<file path="src/ebsc_defines.vh">
// constants for the external bus strobe controller
`ifndef EBSC_DEFINES_VH
`define EBSC_DEFINES_VH
`define EBSC_PORT_W 8
`define EBSC_SEG_LSB 16
`define EBSC_SEG_MSB 23
`define EBSC_WRITE_STROBE_CONFIG_WORD 1'h0
`define EBSC_WRITE_STROBE_CONFIG_BYTE 1'h1
`define EBSC_WRITE_STROBE_CONFIG_BIT 7
`define EBSC_ST_IDLE 3'h0
`define EBSC_ST_ADDR 3'h1
`define EBSC_ST_STROBE 3'h2
`define EBSC_ST_WAIT 3'h3
`define EBSC_ST_END 3'h4
`define EBSC_ST_W 3
`endif

</file>
<file path="src/ebsc_bus_ctrl.v">
// external bus strobe controller: address latch, read and write strobes
//
// Contract
// RULE1 - eight-pin port, each pin input or output by its direction bit
// RULE2 - pins set as input have their driver off
// RULE3 - port optionally carries address bits 16..23, bit 0 is bit 16
// RULE4 - read strobe asserted on every external instruction or data read
// RULE5 - word write mode: write strobe on every external data write
// RULE6 - byte mode: strobe on low-byte writes, or any write on 8-bit bus
// RULE7 - write strobe mode chosen by config field of system config register
// RULE8 - ready high during access inserts wait states until it goes low
// RULE9 - address latch enable driven in multiplexed bus modes
// RULE10 - low fetch select at reset means external fetch, high internal
// RULE11 - second output serves as high-byte enable or high-byte strobe; here two outputs, high_byte_enable_n and high_byte_write_strobe_n
// RULE12 - read, write strobes and fetch select are active low
`timescale 1ns/1ns
`default_nettype none
`include "ebsc_defines.vh"
module ebsc_bus_ctrl #(
	parameter AW = 24,
	parameter PW = `EBSC_PORT_W
) (
	input wire mclk,
	input wire rstn,
	input wire req,
	input wire req_write,
	input wire req_fetch,
	input wire [AW-1:0] req_addr,
	input wire [1:0] req_bytes,
	input wire bus_8bit,
	input wire bus_mux,
	input wire ready_enable,
	input wire [15:0] system_config_register,
	input wire [PW-1:0] port_dir,
	input wire [PW-1:0] port_data,
	input wire [PW-1:0] seg_sel,
	input wire ready,
	input wire external_fetch_select_n,
	input wire [PW-1:0] segment_address_port_in,
	output wire [PW-1:0] segment_address_port_out,
	output wire [PW-1:0] segment_address_port_oe,
	output wire [PW-1:0] port_value,
	output reg [AW-1:0] addr_out,
	output reg ale,
	output reg read_strobe_n,
	output reg low_byte_write_strobe_n,
	output reg high_byte_enable_n,
	output reg high_byte_write_strobe_n,
	output wire busy,
	output reg done,
	output wire fetch_external
);
	// one config register bit selects the write strobe meaning
	localparam CFG_WR_BIT = `EBSC_WRITE_STROBE_CONFIG_BIT;
	reg [`EBSC_ST_W-1:0] state;
	reg [`EBSC_ST_W-1:0] next_state;
	reg op_write;
	reg op_8bit;
	reg [1:0] op_bytes;
	wire write_strobe_config;

	assign write_strobe_config = system_config_register[CFG_WR_BIT]; // [RULE7]
	assign busy = (state != `EBSC_ST_IDLE);

	// low-byte strobe decode by write strobe meaning
	function low_active;
		input cfg;
		input b8;
		input [1:0] bytes;
		begin
			if (cfg == `EBSC_WRITE_STROBE_CONFIG_WORD)
				low_active = 1'h1; // [RULE5]
			else
				low_active = b8 | bytes[0]; // [RULE6]
		end
	endfunction

	ebsc_seg_port #(.W(PW)) u_port (
		.mclk(mclk),
		.rstn(rstn),
		.dir_out(port_dir),
		.port_data(port_data),
		.seg_sel(seg_sel),
		.seg_addr(addr_out[`EBSC_SEG_MSB:`EBSC_SEG_LSB]), // [RULE3]
		.pin_in(segment_address_port_in),
		.pin_out(segment_address_port_out),
		.pin_oe(segment_address_port_oe),
		.pin_value(port_value)
	);

	ebsc_fetch_strap u_strap (
		.mclk(mclk),
		.rstn(rstn),
		.external_fetch_select_n(external_fetch_select_n),
		.fetch_external(fetch_external)
	);

	always @* begin
		next_state = state;
		case (state)
			`EBSC_ST_IDLE: begin
				if (req)
					next_state = `EBSC_ST_ADDR;
			end
			`EBSC_ST_ADDR: begin
				next_state = `EBSC_ST_STROBE;
			end
			`EBSC_ST_STROBE: begin
				// ready high stretches the access [RULE8]
				if (ready_enable && ready)
					next_state = `EBSC_ST_WAIT;
				else
					next_state = `EBSC_ST_END;
			end
			`EBSC_ST_WAIT: begin
				if (!ready)
					next_state = `EBSC_ST_END; // [RULE8]
			end
			`EBSC_ST_END: begin
				next_state = `EBSC_ST_IDLE;
			end
			default: begin
				next_state = `EBSC_ST_IDLE;
			end
		endcase
	end

	always @(posedge mclk) begin
		if (!rstn) begin
			state <= `EBSC_ST_IDLE;
			op_write <= 1'b0;
			op_8bit <= 1'b0;
			op_bytes <= 2'h0;
			addr_out <= {AW{1'h0}};
			ale <= 1'h0;
			read_strobe_n <= 1'h1;
			low_byte_write_strobe_n <= 1'h1;
			high_byte_enable_n <= 1'h1;
			high_byte_write_strobe_n <= 1'h1;
			done <= 1'h0;
		end else begin
			state <= next_state;
			done <= (state == `EBSC_ST_END);
			if (state == `EBSC_ST_IDLE && req) begin
				// a fetch is always a read
				op_write <= req_write & ~req_fetch;
				op_8bit <= bus_8bit;
				op_bytes <= req_bytes;
				addr_out <= req_addr;
			end
			// address phase pulse, only when multiplexed [RULE9]
			ale <= (next_state == `EBSC_ST_ADDR) & bus_mux;
			if (next_state == `EBSC_ST_STROBE) begin
				read_strobe_n <= op_write; // [RULE4] [RULE12]
				low_byte_write_strobe_n <= ~(op_write &
					low_active(write_strobe_config, op_8bit, op_bytes));
				// high byte: enable in word mode, strobe in byte mode [RULE11]
				// two separate outputs, but the write strobe config bit keeps them from acting together
				high_byte_enable_n <= op_8bit | ~op_bytes[1] |
					(write_strobe_config == `EBSC_WRITE_STROBE_CONFIG_BYTE);
				high_byte_write_strobe_n <= ~(op_write & ~op_8bit &
					op_bytes[1] & (write_strobe_config == `EBSC_WRITE_STROBE_CONFIG_BYTE));
			end else if (next_state == `EBSC_ST_END ||
				next_state == `EBSC_ST_IDLE) begin
				read_strobe_n <= 1'h1;
				low_byte_write_strobe_n <= 1'h1;
				high_byte_enable_n <= 1'h1;
				high_byte_write_strobe_n <= 1'h1;
			end
		end
	end
endmodule
`default_nettype wire

</file>
<file path="src/ebsc_fetch_strap.v">
// captures the external fetch select level at reset release
`timescale 1ns/1ns
`default_nettype none
module ebsc_fetch_strap (
	input wire mclk,
	input wire rstn,
	input wire external_fetch_select_n,
	output reg fetch_external
);
	// sampled throughout reset, frozen after release [RULE10] [RULE12]
	always @(posedge mclk) begin
		if (!rstn) begin
			fetch_external <= ~external_fetch_select_n;
		end
	end
endmodule
`default_nettype wire

</file>
<file path="src/ebsc_seg_port.v">
// eight-pin bidirectional port with optional segment address output
`timescale 1ns/1ns
`default_nettype none
`include "ebsc_defines.vh"
module ebsc_seg_port #(
	parameter W = `EBSC_PORT_W
) (
	input wire mclk,
	input wire rstn,
	input wire [W-1:0] dir_out,
	input wire [W-1:0] port_data,
	input wire [W-1:0] seg_sel,
	input wire [W-1:0] seg_addr,
	input wire [W-1:0] pin_in,
	output reg [W-1:0] pin_out,
	output reg [W-1:0] pin_oe,
	output reg [W-1:0] pin_value
);
	genvar i;
	generate
		for (i = 0; i < W; i = i + 1) begin : g_pin
			always @(posedge mclk) begin
				if (!rstn) begin
					pin_out[i] <= 1'h0;
					pin_oe[i] <= 1'h0;
					pin_value[i] <= 1'h0;
				end else begin
					// per-pin direction; input leaves driver off [RULE1] [RULE2]
					pin_oe[i] <= dir_out[i] | seg_sel[i];
					// bit i carries address bit 16+i [RULE3]
					pin_out[i] <= seg_sel[i] ? seg_addr[i] : port_data[i];
					pin_value[i] <= pin_in[i];
				end
			end
		end
	endgenerate
endmodule
`default_nettype wire
</file>
<file path="config.mk">
export PLATFORM = sky130hd
export DESIGN_NAME = ebsc_bus_ctrl
export DESIGN_NICKNAME = d
export VERILOG_FILES = /design/src/ebsc_bus_ctrl.v /design/src/ebsc_fetch_strap.v /design/src/ebsc_seg_port.v
export VERILOG_INCLUDE_DIRS = /design/src
export SDC_FILE = /design/constraint.sdc
export NUM_CORES = 1
export LEC_CHECK = 0
export BUFFER_PORTS_ARGS = -buffer_cell sky130_fd_sc_hd__buf_2
export CORE_AREA = 2 2 102 55
export DETAILED_ROUTE_END_ITERATION = 6
export DIE_AREA = 0 0 104 57
export PLACE_DENSITY = 0.81
export SLEW_MARGIN = 15
export SYNTH_ARGS = -nofsm -noshare
export SYNTH_HDL_FRONTEND = slang
export SYNTH_SLANG_ARGS = --single-unit
</file>
<file path="constraint.sdc">
create_clock -name mclk -period 2.25 [get_ports mclk]
set_clock_uncertainty 0.1 [all_clocks]
set_input_delay 0.3375 -clock mclk [delete_from_list [all_inputs] [get_ports mclk]]
set_output_delay 0.3375 -clock mclk [all_outputs]
set_load 0.1 [all_outputs]
</file>
==> out/qor.csv <==
metric,value,unit
endpoint class of the critical path,primary output,
I/O Buffers,124,
Routed Wire Length,5.15,mm
Vias/cell,4.70,
H-tree level count,3,
hold_ws,118,ps
postcts setup bufs,0,
"Seq/Total Area, Yosys",58.5,%
width of the die,104,µm
switching share of power,34.5,%
Final min period,1810,ps
nature of the critical path startpoint,flip-flop,
Worst EP required,1810,ps
Final HPWL DP,3.65,mm
largest net degree at the start of global routing,58,
Worst-Skew Late Latency,320,ps
CTS tree,done,
# diodes,0,
First-pass DRT Iterations,4,
Worst R2R Path Depth,4,
Mapped Cells,228,
number of I/O pins,140,
dpl cells,413,
initial antenna violation count,0,
top cell type's share of synthesized area,57.1,%
initial core utilization,41.7,%
mean area per synthesized cell,9.38,µm²
GRT Residual Overflow,0,
status,completed,
ys async rst share,0,%
"commonest non-fill, non-tap cell in the layout",buf_2,
Worst Path Max Fanout,6,
Max clock buf depth,2,
P_int,1990,µW
number of global-route vias before repair,1868,
Worst R2R End,op_write$_SDFFE_PN0P_,
#FFs+latches synth,62,
Mapped Nets,312,
Netlist cell types,26,
clock power share,35.6,%
max-cap viol count,0,
hold crit path type,in2reg,
Cell Rows,19,
Remaining DRCs,0,
leading register cell type out of synthesis,dfxtp_1,
core area,0.00513,mm²
Tcrit/Tclk final,80.3,%
post-place setup slack,569,ps
yosys warns,0,
final setup fails,0,
cts hold-fix bufs,0,
share of cells above drive strength 1,40.2,%
vias,2018,
worst vdd ir,0.506,mV
Post-DRT Antenna Nets,0,
Relative slew margins,66.7,%
final layout net count,435,
register-to-register setup slack,700,ps
setup TNS,0,ps
PwrDens,1010,mW/mm²
Post-Layout Cell Count,429,
GRT Total Usage,18.3,%
LEAKAGE,0.00145,µW
hold_sp,segment_address_port_in[1],
Critical Setup Path Class,reg2out,
"leading cell types in the layout, fill and taps excluded","buf_2, dfxtp_1, nand2_1, nand3_1, nor2_1",
# clock sinks,62,
total CTS buffers,9,
number of flops mapped to enable cells by yosys,1,
Sequential Power Share,39.8,%
P_sw,1050,µW
first-pass GRT wire length,8.54,mm
Max Clk Rate,554,MHz
Hold Path End,u_port.pin_value[1]$_SDFF_PN0_,
die footprint,0.00593,mm²
Final Util,58.5,%
combinational fraction of design power,24.6,%
RR Startpoint,state[0]$_SDFF_PN0_,
Die H,57,µm
Worst-Margin Slew,496,ps
"area leader, netlist",dfxtp_1,
final RePlAce weighted congestion,0.786,
"Cell Area, Synth",0.00214,mm²
drt wl/cell,12.0,µm
fin worst setup slack,444,ps
Root Driver,clkbuf_8,
"Slew Viols, Final",0,
post-CTS sizing,0,
Crit path arrival time,1370,ps
"top cells by area, synth","dfxtp_1, nand3_1, o21ai_0",
hold depth,2,
RSZ-0062 raised after global routing,no,
final hold vios,0,
drt first-iter violations,81,
clock-pin slew on the worst setup and hold paths,70,ps
Area Overhead vs Synth,40.4,%
==> power groups by stage <==
stage          sequential, µW  clock [µW]  combinational [µW]
3_3_place_gp             1230           0                 739
5_1_grt                  1220        1170                 781
4_1_cts                  1210        1110                 750
6_report                 1210        1080                 747
2_1_floorplan            1690           0                 155
3_5_place_dp             1230           0                 749
==> state kept, by name, summed over array words and instances, names as in the netlist <==
register and cells:
addr_out 24, ale 1, done 1, high_byte_enable_n 1, high_byte_write_strobe_n 1, low_byte_write_strobe_n 1
op_8bit 1, op_bytes 2, op_write 1, read_strobe_n 1, state 3, u_port.pin_oe 8
u_port.pin_out 8, u_port.pin_value 8, u_strap.fetch_external 1
==> cells in the mapped netlist (all sizes together), types with 3 or more instances <==
master / number
and3: 3
o32a: 4
nor2: 27
o21ai: 30
nand2: 31
buf: 9
dfxtp: 61
clkbuf: 5
mux2i: 8
nand3: 27
and2: 8
==> routing by layer <==
layer	routed length, µm	up-vias	GRT usage (%)
li1	-	1012	-
met1	2430	912	23.0
met2	2180	86	28.5
met3	478	8	8.69
met4	54	0	5.79
met5	0	-	0
==> worst max-delay path: stages (launching register included) <==
cell	delay (ps)
dfxtp_1	370
or3_1	380
buf_2	290
==> through the flow <==
step                power (µW)  cell area, µm²
floorplan                 1840            2140
global placement          1970            2780
detailed placement        1980            2780
CTS                       3070            3000
global route              3170            3000
finish                    3040            3000
==> cell families after synthesis <==
kind of cell	share of synthesized area, %
DFF	58.5
muxes	3.74
and+or+nand+nor	23.5
buffers and inverters	4.68
AOI/OAI and AO/OA	9.65
==> final cells by class <==
class	instances	area (µm²)
multi-input combinational	149	788
timing repair buffer	126	636
clock buffer	12	155
inverter	3	11.3
fill	468	2130
clock inverter	4	70.1
sequential	62	1250
tap	73	91.3
==> worst max-delay path by stage <==
stage | start | endpoint | depth (start not counted)
after detailed placement | rstn | u_strap.fetch_external$_DFFE_PN_ | 2
after floorplan | state[1]$_SDFF_PN0_ | busy | 1
after global routing | state[1]$_SDFF_PN0_ | busy | 2
after CTS | state[0]$_SDFF_PN0_ | busy | 2
after global placement | rstn | u_strap.fetch_external$_DFFE_PN_ | 2
final | state[0]$_SDFF_PN0_ | busy | 2
No activity file was read; power rests on OpenSTA's default activity.
